===== config.mk =====
export PLATFORM = sky130hd
export DESIGN_NAME = bcd_drive_ctrl
export DESIGN_NICKNAME = d
export VERILOG_FILES = /design/src/verilog/bcd_pkg.sv /design/src/verilog/bcd_drive_ctrl.sv
export SDC_FILE = /design/constraint.sdc
export NUM_CORES = 1
export LEC_CHECK = 0
export ABC_AREA = 1
export BUFFER_PORTS_ARGS = -buffer_cell sky130_fd_sc_hd__buf_2
export CORE_MARGIN = 10
export CORE_UTILIZATION = 38
export CTS_CLUSTER_SIZE = 14
export DETAILED_ROUTE_END_ITERATION = 10
export PLACE_DENSITY = 0.6
export SYNTH_ARGS = -nofsm -noshare
export SYNTH_HDL_FRONTEND = slang
export SYNTH_SLANG_ARGS = --single-unit

===== constraint.sdc =====
create_clock -name CLK_I -period 1.6 [get_ports CLK_I]
set_input_delay 0.08 -clock CLK_I [delete_from_list [all_inputs] [get_ports CLK_I]]
set_output_delay 0.08 -clock CLK_I [all_outputs]
set_load 0.05 [all_outputs]

===== src/verilog/bcd_pkg.sv =====
`default_nettype none
package bcd_pkg;
   localparam int CLK_PERIOD_NS = 20;
   localparam int LOCK_TIME_MS = 3500;
   localparam int LOCK_CYCLES_DEF = LOCK_TIME_MS * (1000000 / CLK_PERIOD_NS);
   localparam int ZERO_DUTY_PERIODS = 8;
   localparam logic [7:0] CUR_LIMIT_LEVEL = 8'h80;

   typedef struct packed {
      logic [7:0] pos;
      logic [7:0] neg;
   } bcd_hall_t;

   typedef struct packed {
      logic run_n;
      logic short_brake_n;
      logic duty_pulse_in_n;
      logic reverse;
   } bcd_ctl_t;

   typedef struct packed {
      logic [2:0] hi;
      logic [2:0] lo;
   } bcd_drive_t;

   typedef enum logic [1:0] {MODE_STOP, MODE_RUN, MODE_BRAKE} bcd_mode_t;

   typedef struct packed {
      logic [2:0] hall_s1;
      logic [2:0] hall_s2;
      logic [2:0] hall_prev;
      logic cm_s1;
      logic cm_s2;
      bcd_ctl_t ctl_s1;
      bcd_ctl_t ctl_s2;
      logic [7:0] ramp;
      logic cur_lim;
      logic period_on;
      logic [3:0] zero_cnt;
      logic [31:0] lock_cnt;
      logic locked;
      logic rot;
      bcd_drive_t drive;
   } bcd_state_t;

   localparam bcd_ctl_t CTL_RST = 4'hE;
   localparam bcd_state_t STATE_RST = '{ctl_s1: CTL_RST, ctl_s2: CTL_RST, default: '0};
endpackage
`default_nettype wire


===== src/verilog/bcd_drive_ctrl.sv =====
`timescale 1ns/1ps
`default_nettype none
module bcd_drive_ctrl
   import bcd_pkg::*;
#(
   parameter int unsigned LOCK_CYCLES = LOCK_CYCLES_DEF
)
(
   input wire logic CLK_I,
   input wire logic RST_I,
   input wire logic CE_I,
   input wire bcd_hall_t [2:0] HALL_I,
   input wire bcd_ctl_t CTL_I,
   input wire logic [7:0] DUTY_THRESHOLD_LEVEL_I,
   input wire logic [7:0] OSC_PERIOD_I,
   input wire logic [7:0] CURRENT_SENSE_NODE_I,
   output bcd_drive_t PHASE_DRIVE_O,
   output logic ROTATION_COMPOSITE_OUT_O,
   output logic ROTATION_COMPOSITE_OUT_OE_O,
   output logic LOCKED_O
);

   // ************************************************************
   // Hall comparators
   // ************************************************************
   logic [2:0] hall_raw;
   logic [2:0] hall_cm;

   genvar g;
   generate
      for (g = 0; g < 3; g++)
      begin : gen_hall
         assign hall_raw[g] = HALL_I[g].pos > HALL_I[g].neg;
         // Equal levels read low and flag common mode
         assign hall_cm[g] = HALL_I[g].pos == HALL_I[g].neg;
      end
   endgenerate

   // ************************************************************
   // State
   // ************************************************************
   bcd_state_t s;
   bcd_state_t next_s;
   bcd_mode_t mode;
   bcd_drive_t comm;
   logic [2:0] hall_dir;
   logic wrap;
   logic duty_on;
   logic any_on;

   always_comb
   begin
      next_s = s;
      next_s.hall_s1 = hall_raw;
      next_s.hall_s2 = s.hall_s1;
      next_s.cm_s1 = &hall_cm;
      next_s.cm_s2 = s.cm_s1;
      next_s.ctl_s1 = CTL_I;
      next_s.ctl_s2 = s.ctl_s1;
      // Last synced Hall, the reference for lock and edge detection
      next_s.hall_prev = s.hall_s2;
      // composite toggles on every Hall edge
      next_s.rot = ^s.hall_s2;

      // run input low starts, brake input low brakes
      if (s.ctl_s2.run_n)
      begin
         mode = MODE_STOP;
      end
      else if (!s.ctl_s2.short_brake_n)
      begin
         mode = MODE_BRAKE;
      end
      else
      begin
         mode = MODE_RUN;
      end

      // Stands in for the capacitor oscillator; period is OSC_PERIOD_I plus one
      // oscillator ramp
      wrap = s.ramp >= OSC_PERIOD_I;
      next_s.ramp = wrap ? 8'h00 : s.ramp + 8'h01;

      // pulse input gates, lower threshold widens duty
      duty_on = !s.ctl_s2.duty_pulse_in_n && (s.ramp >= DUTY_THRESHOLD_LEVEL_I);

      // peak limit holds until the next period; a hit wins over the clear
      if (mode == MODE_RUN && CURRENT_SENSE_NODE_I >= CUR_LIMIT_LEVEL)
      begin
         next_s.cur_lim = 1'b1;
      end
      else if (wrap || mode != MODE_RUN)
      begin
         next_s.cur_lim = 1'b0;
      end

      // Zero-duty period counting
      // Saturates one above the limit so the lock clear keeps holding
      any_on = s.period_on | duty_on;
      next_s.period_on = wrap ? 1'b0 : any_on;
      if (wrap)
      begin
         if (any_on)
         begin
            next_s.zero_cnt = 4'h0;
         end
         else if (s.zero_cnt <= 4'(ZERO_DUTY_PERIODS))
         begin
            next_s.zero_cnt = s.zero_cnt + 4'h1;
         end
      end

      // lock timer runs only while driving
      case (mode)
         MODE_RUN:
         begin
            // A Hall edge restarts the count but does not release a lock
            if (s.hall_s2 != s.hall_prev)
            begin
               next_s.lock_cnt = '0;
            end
            else if (!s.locked)
            begin
               if (s.lock_cnt >= LOCK_CYCLES - 1)
               begin
                  next_s.locked = 1'b1;
               end
               else
               begin
                  next_s.lock_cnt = s.lock_cnt + 32'h1;
               end
            end
         end
         MODE_BRAKE:
         begin
            next_s.lock_cnt = '0;
         end
         default:
         begin
            next_s.lock_cnt = '0;
            next_s.locked = 1'b0;
         end
      endcase
      // long zero duty clears the lock
      if (s.zero_cnt > 4'(ZERO_DUTY_PERIODS))
      begin
         next_s.locked = 1'b0;
         next_s.lock_cnt = '0;
      end

      hall_dir = s.hall_s2 ^ {3{s.ctl_s2.reverse}};
      case ({hall_dir[0], hall_dir[1], hall_dir[2]})
         3'b101: comm = '{hi: 3'b010, lo: 3'b001};
         3'b100: comm = '{hi: 3'b100, lo: 3'b001};
         3'b110: comm = '{hi: 3'b100, lo: 3'b010};
         3'b010: comm = '{hi: 3'b001, lo: 3'b010};
         3'b011: comm = '{hi: 3'b001, lo: 3'b100};
         3'b001: comm = '{hi: 3'b010, lo: 3'b100};
         default: comm = '0;
      endcase

      // With no Hall signal (all pairs in common mode) all off is the only safe choice, brake included
      // common mode overrides every mode
      if (s.cm_s2)
      begin
         next_s.drive = '0;
      end
      else
      begin
         case (mode)
            MODE_BRAKE:
            begin
               // short brake through the high sides
               next_s.drive = '{hi: 3'b111, lo: 3'b000};
            end
            MODE_RUN:
            begin
               next_s.drive.hi = comm.hi;
               next_s.drive.lo = comm.lo & {3{duty_on & ~s.cur_lim & ~s.locked}};
            end
            default:
            begin
               next_s.drive = '0;
            end
         endcase
      end
   end

   // Clock enable freezes everything, synchronizers included
   // Reset ignores the enable so a frozen block can still be cleared
   always_ff @(posedge CLK_I)
   begin
      if (RST_I)
      begin
         s <= STATE_RST;
      end
      else if (CE_I)
      begin
         s <= next_s;
      end
   end

   assign PHASE_DRIVE_O = s.drive;
   assign ROTATION_COMPOSITE_OUT_O = 1'b0;
   // Open collector pulls low while the composite is low
   assign ROTATION_COMPOSITE_OUT_OE_O = ~s.rot;
   assign LOCKED_O = s.locked;
endmodule
`default_nettype wire


==> flow_summary_export.csv, run 1 <==
group,metric,value,unit
grt,grt_max_degree,35,
critical_path,crit_path_start_kind,"register",
clock_network,numClockSinks,73,
power,irDropWorstVdd,0.6932,mV
hold_path,hold_path_class,"input port to register",
power,p_leak,3.390,nW
grt,grt_pass1_vias,4956,
sta,maxSlewViolCount,0,
place,portBuffers,79,
layout,layout.nets,1029,
sta,rsz0062_at_grt,"yes",
hold_path,hp-start,"CURRENT_SENSE_NODE_I[7]",
sta,fin_skew,0.005951,ns
sta,setup_violations,33,
synthesis,yosysUniqueCellTypes,44,
layout,final_common_cell,"nand2_1",
critical_path,crit_required,1.87,ns
critical_path,crit_type,"register to register",
critical_path,r2r_start,"s[8]",
critical_path,r2r_end,"s[34]",
sta,worst_hold_slack,0.01460,ns
floorplanning,die-area,17960,um2
routing,drtIter0Drc,271,
synthesis,synthesis.nets,870,
sta,finalCritPeriodShare,109.8,%
place,gp_congestion,0.8338,
run_status,violations,"setup timing",
hold_path,holdPathEnd,"s[45]",
routing,vias,4991,
clock_network,clock_path_buffers,2,
clock_network,cts_made_buffers,9,
critical_path,crit_path_max_fanout,3,
critical_path,path_cells,"ha_4, nand3_4, buf_4, nor2_2, nand4_1, nor2_2, nand4_1, inv_1, nand3_1, nand2_1, inv_1, nor2_1",
grt,grt_overflow_total,0,
clock_network,cts-root-buf,"clkbuf_16",
floorplanning,core_area,12670,um2
layout,final_cell_mix,"nand2_1 (132), inv_1 (113), nor2_1 (89)",
run_status,status,"finished, violations left",
synthesis,ys_seq_elements,73,
routing,wl,13020,um
layout,layout-drive-gt1-share,32.38,%
critical_path,reg2reg_slack,-0.16,ns
critical_path,critPathMaxStageDelay,0.35,ns
synthesis,synth_area_leader_cell,"dfxtp_1",
floorplanning,fp.dieH,134.0,um
floorplanning,ioPinCount,88,
place,dp_hpwl,9172,um
synthesis,synth_area_per_cell,6.613,um2
synthesis,yosysWarnings,0,
routing,drc,0,
sta,final.setup.tns,-2.345,ns
sta,fin_crit,1.757,ns
clock_network,tritoncts,"yes",
critical_path,rr_worst_depth,12,
flow_run,maxCapViolations,0,
critical_path,cpMaxStageDelayCell,"dfxtp_2",
grt,grt_use_total,14.61,%
sta,clock.fmax,569.3,MHz
grt,grt_antenna_before_repair,0,
grt,grt_first_pass_wirelength,22580,um
critical_path,cp-end-kind,"register",
clock_network,h-tree-depth,3,
critical_path,cp.arrival,2.03,ns
floorplanning,chipWidth,134.0,um
place,post-place-ws,-0.1684,ns
hold_path,min_delay_path_depth,3,
sta,timing.final.hold_violations,0,
floorplanning,rows,41,
synthesis,synth_area_leaders,"dfxtp_1 (30%), ha_1 (11%), nand2_1 (11%)",
clock_network,clkSlewWorstSetupHoldPaths,0.06,ns
layout,antenna_cells,0,
routing,wl_per_cell,12.02,um
synthesis,syn-instance-count,747,
sta,layout_setup_ws,-0.1566,ns
power,pwr_density_cell,688.6,nW/um2
floorplanning,start_util,38.98,%
clock_network,clk_latency,0.34,ns
synthesis,syn_area,4940,um2
synthesis,synth_top_cell_area_share,29.58,%
routing,routed_via_density,4.608,
routing,drtPass1Iterations,5,
layout,area_delta_synth_final,40.15,%
routing,ant_nets,0,
synthesis,yosysSeqAreaShare,29.58,%
[routing by layer]
| metal | track usage [%] | wire (um) |
|---|---|---|
| met1 | 18.43 | 6167 |
| met2 | 24.53 | 6170 |
| met3 | 2.950 | 527 |
| met4 | 4.293 | 149 |
| met5 | 0 | 0 |
[registers in the layout, summed over array words and instances, names as in the netlist]
name	count
LOCKED_O	1
PHASE_DRIVE_O	6
next_s	11
s	55
[kinds of logic (layout without fill, tap and decap cells)]
family                   after synthesis  count (layout)  share of synthesized area, %
flip-flops                            73              73                         29.58
other                                  1               1                       0.07591
adder cells (fa/ha/maj)               44              44                         11.14
AO/OA/AOI/OAI                        108             108                         11.70
buffers and inverters                151             315                         13.02
XOR/XNOR                              18              18                         3.192
AND/OR/NAND/NOR                      352             352                         31.28
[synthesized netlist by cell type (all sizes together)]
master and instances:
o221ai 3, nand2 148, clkinv 1, o21ai 37
dfxtp 73, nand4 12, nand3 41, nor3 21
xnor2 3, xor2 15, a22oi 1, a31oi 3
buf 18, or4 1, a21boi 2, inv 123
o22ai 1, conb 1, clkbuf 9, and2 1
and3 2, nor2 119, nor3b 3, o21a 3
a21oi 57, nand3b 2, nor4 1, a211oi 1
ha 44, nor2b 1
[metrics by stage]
step                      total power [W]  utilization (%)  area, um2  cells
final                            0.004767            54.64       6923   1083
after global routing             0.004997            54.64       6923   1083
after CTS                        0.004773            52.38       6638   1077
after detailed placement         0.002673            47.13       5972   1048
after global placement           0.002670            47.13       5972   1048
after floorplan                  0.002415                -       4949    747
[what timing repair did]
item,CTS,global route
resized for setup,64,59
pin swaps,23,24
endpoints found under the setup margin,45,49
gates cloned,1,0
setup buffers,8,6
hold buffers,4,0
endpoints found under the hold margin,4,0
[worst max-delay path by stage]
stage	from	endpoint	slack (ns)	depth (start not counted)
2_1_floorplan	s[8]	s[9]	0.0007	15
3_3_place_gp	s[46]	s[40]	-0.11	14
3_5_place_dp	s[51]	s[43]	-0.17	9
4_1_cts	s[8]	s[28]	-0.08	14
5_1_grt	s[8]	s[32]	-0.30	12
6_report	s[8]	s[34]	-0.16	12
[report_power, final]
group / switching (W) / internal (W)
clock network: 0.000796 / 0.00125
logic: 0.000431 / 0.000357
registers: 0.0000500 / 0.00188
total: 0.00128 / 0.00349
[layout make-up]
class	count	area, um2
fill	1194	5748
multi-input combinational	523	3253
sequential	73	1483
timing repair buffer	175	1201
inverter	124	471.7
clock buffer	12	246.5
tap	172	215.2
clock inverter	4	52.55
[critical path: cells and delay by family (launching register included)]
kind                     cells  cell delay (ns)
buffers and inverters        3             0.26
adder cells (fa/ha/maj)      1             0.15
flip-flops                   1             0.35
AND/OR/NAND/NOR              8             0.93
Note: power is estimated with default switching activity, not from simulation.
==> run 2, diff against run 1 <==
--- a/config.mk
+++ b/config.mk
@@ -12,6 +12,7 @@
 export CTS_CLUSTER_SIZE = 14
 export DETAILED_ROUTE_END_ITERATION = 10
 export PLACE_DENSITY = 0.6
+export REMOVE_ABC_BUFFERS = 1
 export SYNTH_ARGS = -nofsm -noshare
 export SYNTH_HDL_FRONTEND = slang
 export SYNTH_SLANG_ARGS = --single-unit
==> flow_summary_export.csv, run 2 (synthesis gave the netlist of run 1 again) <==
group,metric,value,unit
run_status,status,"finished, violations left",
run_status,violations,"setup timing",
floorplanning,start_util,38.98,%
floorplanning,core_area,12670,um2
sta,rsz0062_at_grt,"yes",
hold_path,hold_path_class,"input port to register",
routing,routed_via_density,4.626,
critical_path,critPathMaxStageDelay,0.34,ns
grt,grt_pass1_vias,4831,
grt,grt_antenna_before_repair,0,
floorplanning,die-area,17960,um2
critical_path,cp-end-kind,"register",
hold_path,min_delay_path_depth,3,
flow_run,maxCapViolations,0,
layout,largest_reg_flops,55,
routing,vias,5042,
clock_network,cts-root-buf,"clkbuf_16",
place,gp_congestion,0.8228,
routing,drtPass1Iterations,4,
layout,stdcell_count,1090,
clock_network,clock_path_buffers,2,
critical_path,rr_worst_depth,11,
hold_path,holdPathEnd,"s[45]",
power,intPower,0.003350,W
place,post-place-ws,-0.1792,ns
routing,drc,0,
sta,fin_skew,0.004432,ns
grt,grt_first_pass_wirelength,21530,um
routing,wl,12680,um
critical_path,path_buf_inv,3,
routing,drtIter0Drc,208,
critical_path,path_cells,"inv_1, ha_1, a21oi_2, nor2_4, nand2_2, inv_2, nand2_4, nand2_8, buf_8, o21ai_1, nor2_1",
layout,layout.nets,1036,
layout,final_cell_mix,"nand2_1 (125), inv_1 (111), nor2_1 (96)",
critical_path,cp.arrival,1.91,ns
power,p_leak,3.388,nW
place,portBuffers,79,
grt,grt_use_total,14.00,%
sta,clock.fmax,594.0,MHz
floorplanning,chipWidth,134.0,um
sta,fin_crit,1.683,ns
sta,timing.final.hold_violations,0,
clock_network,h-tree-depth,3,
critical_path,crit_path_max_fanout,8,
power,irDropWorstVdd,0.4603,mV
power,pwr_density_cell,658.4,nW/um2
clock_network,cts_made_buffers,9,
critical_path,crit_path_start_kind,"register",
routing,ant_nets,0,
grt,grt_overflow_total,0,
place,dp_cells,1063,
sta,finalCritPeriodShare,105.2,%
floorplanning,rows,41,
place,dp_hpwl,9327,um
floorplanning,ioPinCount,88,
layout,layout-drive-gt1-share,34.10,%
critical_path,crit_required,1.83,ns
layout,final_common_cell,"nand2_1",
sta,layout_setup_ws,-0.08345,ns
power,switchingPower,0.001262,W
clock_network,tritoncts,"yes",
critical_path,r2r_end,"s[10]",
layout,area_delta_synth_final,41.79,%
power,p_seq_share,41.7,%
layout,fin_util,55.28,%
critical_path,r2r_start,"s[40]",
hold_path,hp-start,"CURRENT_SENSE_NODE_I[7]",
floorplanning,fp.dieH,134.0,um
power,p_clk_share,40.3,%
clock_network,numClockSinks,73,
critical_path,crit_type,"register to register",
sta,setup_violations,38,
layout,largest_register,"s",
clock_network,clkSlewWorstSetupHoldPaths,0.06,ns
power,netSwitchingFraction,27.36,%
critical_path,crit_cells,11,
sta,maxSlewViolCount,0,
power,comb_power_share,18.0,%
critical_path,cpMaxStageDelayCell,"dfxtp_1",
critical_path,reg2reg_slack,-0.08,ns
grt,grt_max_degree,35,
routing,wl_per_cell,11.63,um
clock_network,clk_latency,0.33,ns
sta,final.setup.tns,-1.634,ns
critical_path,cp_top_family,"simple AND/OR/NAND/NOR gates",
layout,antenna_cells,0,
-- run 2: changes by cell type in the layout (fill, tap and decap cells not counted), sizes merged --
cell and delta:
buf +7, bufinv -1, clkinv -1, clkinvlp +1, inv +1
-- run 2: worst max-delay path by stage --
stage | endpoint | slack [ns] | from
after detailed placement | s[40] | -0.18 | s[51]
final | s[10] | -0.08 | s[40]
after global routing | s[8] | -0.22 | s[8]
after floorplan | s[31] | -0.28 | s[40]
after global placement | s[41] | -0.17 | s[46]
after CTS | PHASE_DRIVE_O[0] | -0.04 | s[46]
-- run 2: per-layer routing --
metal  vias to the layer above  global-route usage [%]  wire length [um]  share of wire (%)
met3                         9                   3.361               551                4.3
met1                      2227                   17.22              5957                 47
met4                         0                   3.507               130                1.0
li1                       2714                       -                 -                  -
met2                        92                   23.93              6036                 48
met5                         -                       0                 0                  0
-- run 2: timing repair --
item                                    4_1_cts  5_1_grt
gates cloned                                  0        0
hold endpoints to repair                      4        0
gates resized for setup                      75       76
endpoints found under the setup margin       46       49
buffers inserted                              4        3
hold buffers                                  4        0
pin swaps                                    24       22
-- run 2: layout make-up --
cell class,instances,area (um2)
inverters,124,470.5
well taps,172,215.2
flip-flops and latches,73,1485
clock buffers,12,246.5
repair buffers,182,1247
clock inverters,4,28.78
multi-input cells,523,3311
fillers,1256,5667
-- run 2: tightest hold or removal path: stages --
cell and delay, ns:
buf_2 0.09, a22oi_1 0.07, nor2_1 0.07
-- run 2: through the flow --
stage	power (W)	hold slack, ns	instance area, um2
2_1_floorplan	0.002371	0.1491	4762
3_3_place_gp	0.002680	0.2933	6063
3_5_place_dp	0.002684	0.3045	6063
4_1_cts	0.004616	0.01646	6700
5_1_grt	0.004856	0.04123	7004
6_report	0.004612	0.01963	7004
-- run 2: power groups by stage --
stage | clock network (W) | registers (W) | logic [W]
2_1_floorplan | 0 | 0.00197 | 0.000400
3_3_place_gp | 0 | 0.00196 | 0.000717
3_5_place_dp | 0 | 0.00196 | 0.000722
4_1_cts | 0.00191 | 0.00193 | 0.000777
5_1_grt | 0.00198 | 0.00193 | 0.000945
6_report | 0.00186 | 0.00192 | 0.000829
==> run 3, diff against run 2 <==
--- a/config.mk
+++ b/config.mk
@@ -8,10 +8,10 @@
 export ABC_AREA = 1
 export BUFFER_PORTS_ARGS = -buffer_cell sky130_fd_sc_hd__buf_2
 export CORE_MARGIN = 10
-export CORE_UTILIZATION = 38
+export CORE_UTILIZATION = 51
 export CTS_CLUSTER_SIZE = 14
 export DETAILED_ROUTE_END_ITERATION = 10
-export PLACE_DENSITY = 0.6
+export PLACE_DENSITY = 0.77
 export REMOVE_ABC_BUFFERS = 1
 export SYNTH_ARGS = -nofsm -noshare
 export SYNTH_HDL_FRONTEND = slang
==> constraint.sdc (replaced) <==
create_clock -name CLK_I -period 1.6 [get_ports CLK_I]
set_input_delay 0.08 -clock CLK_I [delete_from_list [all_inputs] [get_ports CLK_I]]
set_output_delay 0.08 -clock CLK_I [all_outputs]
set_load 0.01 [all_outputs]
==> flow_summary_export.csv, run 3 (synthesis gave the netlist of run 1 again) <==
group,metric,value,unit
run_status,status,"finished, violations left",
run_status,violations,"setup timing",
sta,finalCritPeriodShare,111.0,%
hold_path,hold_path_class,"input port to register",
layout,antenna_cells,0,
flow_run,maxCapViolations,0,
layout,largest_reg_flops,55,
layout,final_common_cell,"nand2_1",
floorplanning,ioPinCount,88,
grt,top_usage_layer,"met2",
routing,routed_via_density,5.201,
power,p_leak,3.306,nW
critical_path,critPathMaxStageDelay,0.37,ns
critical_path,crit_type,"register to register",
grt,grt_pass1_vias,5275,
place,dp_hpwl,9870,um
grt,grtUsageMet2,33.90,%
grt,grt_overflow_total,0,
layout,area_delta_synth_final,38.37,%
routing,drc,0,
layout,largest_register,"s",
place,dp_cells,1002,
layout,stdcell_count,1033,
grt,use_met1,21.67,%
layout,final_cell_mix,"nand2_1 (120), inv_1 (111), nor2_1 (88)",
floorplanning,chipWidth,118.4,um
routing,drtPass1Iterations,7,
grt,grt_antenna_before_repair,0,
critical_path,cp.arrival,2.05,ns
floorplanning,core_area,9328,um2
routing,vias,5373,
grt,met3_usage,4.569,%
routing,drtIter0Drc,372,
critical_path,path_cells,"ha_4, nand3_4, inv_2, nand2_1, nand2_1, nand2_1, nand2_1, nand2_1, nand3_2, nand2_4, nand2_8, buf_4, buf_6, nor2_2, nor2_1",
power,irDropWorstVdd,0.4038,mV
floorplanning,fp.dieH,118.4,um
clock_network,tritoncts,"yes",
floorplanning,die-area,14020,um2
layout,layout.nets,1022,
clock_network,clock_path_buffers,2,
layout,fin_util,73.28,%
sta,maxSlewViolCount,0,
clock_network,numClockSinks,73,
critical_path,crit_path_start_kind,"register",
layout,multi_input_area,3371,um2
layout,fillers,686,
place,place_area,5899,um2
critical_path,crit_path_max_fanout,6,
grt,grt_use_total,19.04,%
hold_path,hp-start,"RST_I",
sta,clock.fmax,563.3,MHz
grt,grt_max_degree,35,
layout,layout-drive-gt1-share,35.51,%
sta,fin_skew,0.007932,ns
place,portBuffers,79,
critical_path,crit_required,1.87,ns
power,p_total,0.004322,W
sta,layout_setup_ws,-0.1754,ns
clock_network,h-tree-depth,3,
routing,wl,14690,um
clock_network,cts_made_buffers,9,
grt,grt_first_pass_wirelength,23030,um
clock_network,cts-root-buf,"clkbuf_8",
layout,seq_area,1490,um2
sta,final.setup.tns,-4.545,ns
clock_network,clk_latency,0.37,ns
sta,rsz0062_at_grt,"yes",
critical_path,critPathMostFrequentCell,"nand2_1",
sta,setup_violations,47,
critical_path,cpMaxStageDelayCell,"dfxtp_4",
critical_path,cp-end-kind,"register",
routing,wl_per_cell,14.22,um
critical_path,r2r_start,"s[8]",
routing,ant_nets,0,
place,gp_congestion,0.9102,
sta,fin_crit,1.775,ns
floorplanning,rows,35,
floorplanning,start_util,52.96,%
layout,finalInstanceArea,6835,um2
power,pwr_density_cell,632.3,nW/um2
clock_network,clkSlewWorstSetupHoldPaths,0.09,ns
critical_path,crit_path_start,"s[8]",
sta,timing.final.hold_violations,0,
==> run 3: cell types whose count changed in the layout (fill, tap and decap cells not counted), sizes merged <==
cell / change
buf: -15
inv: +4
clkbuf: -3
clkinv: -2
bufinv: +1
dlygate4sd3: +1
==> run 3: worst max-delay path, delay by kind of cell, from the launching register on <==
family / cells / cell delay, ns
AND/OR/NAND/NOR: 11 / 0.83
flip-flops: 1 / 0.37
buffers and inverters: 3 / 0.31
adder cells (fa/ha/maj): 1 / 0.17
==> run 3: power breakdown <==
| group | switching, W | internal (W) |
|---|---|---|
| sequential | 0.0000542 | 0.00188 |
| combinational | 0.000458 | 0.000385 |
| clock | 0.000797 | 0.000753 |
==> run 3: what timing repair did <==
action                                  in CTS  in global routing
hold endpoints to repair                     5                  0
setup buffers                                5                  6
resized for setup                           84                 77
pin swaps                                   35                 28
endpoints found under the setup margin      48                 49
hold buffers                                 5                  0
==> run 3: final cells by class <==
type | count | area share, %
Multi-Input combinational cell | 523 | 49.31
Sequential cell | 73 | 21.80
Timing Repair Buffer | 168 | 16.55
Inverter | 124 | 6.938
Tap cell | 129 | 2.361
Clock buffer | 9 | 1.812
Clock inverter | 7 | 1.226
==> run 3: path summary, 6_finish.rpt <==
check                           cells after the start  slack, ns                to
worst max-delay path                               15      -0.18             s[32]
worst min-delay path                                3       0.19  PHASE_DRIVE_O[0]
worst max register to register                     15      -0.18             s[32]
worst min register to register                      2       0.45             s[36]
==> run 3: per-layer routing <==
layer	routed length, um	part of all wire (%)
met4	284	1.9
met1	6020	41
met5	0	0
met3	903	6.1
met2	7481	51
==> run 3: through the flow <==
step / setup slack [ns] / hold slack (ns)
2_1_floorplan: -0.2772 / 0.1491
3_5_place_dp: -0.2555 / 0.3074
3_3_place_gp: -0.1605 / 0.3044
5_1_grt: -0.3063 / 0.2013
4_1_cts: -0.08700 / 0.1429
6_report: -0.1754 / 0.1869
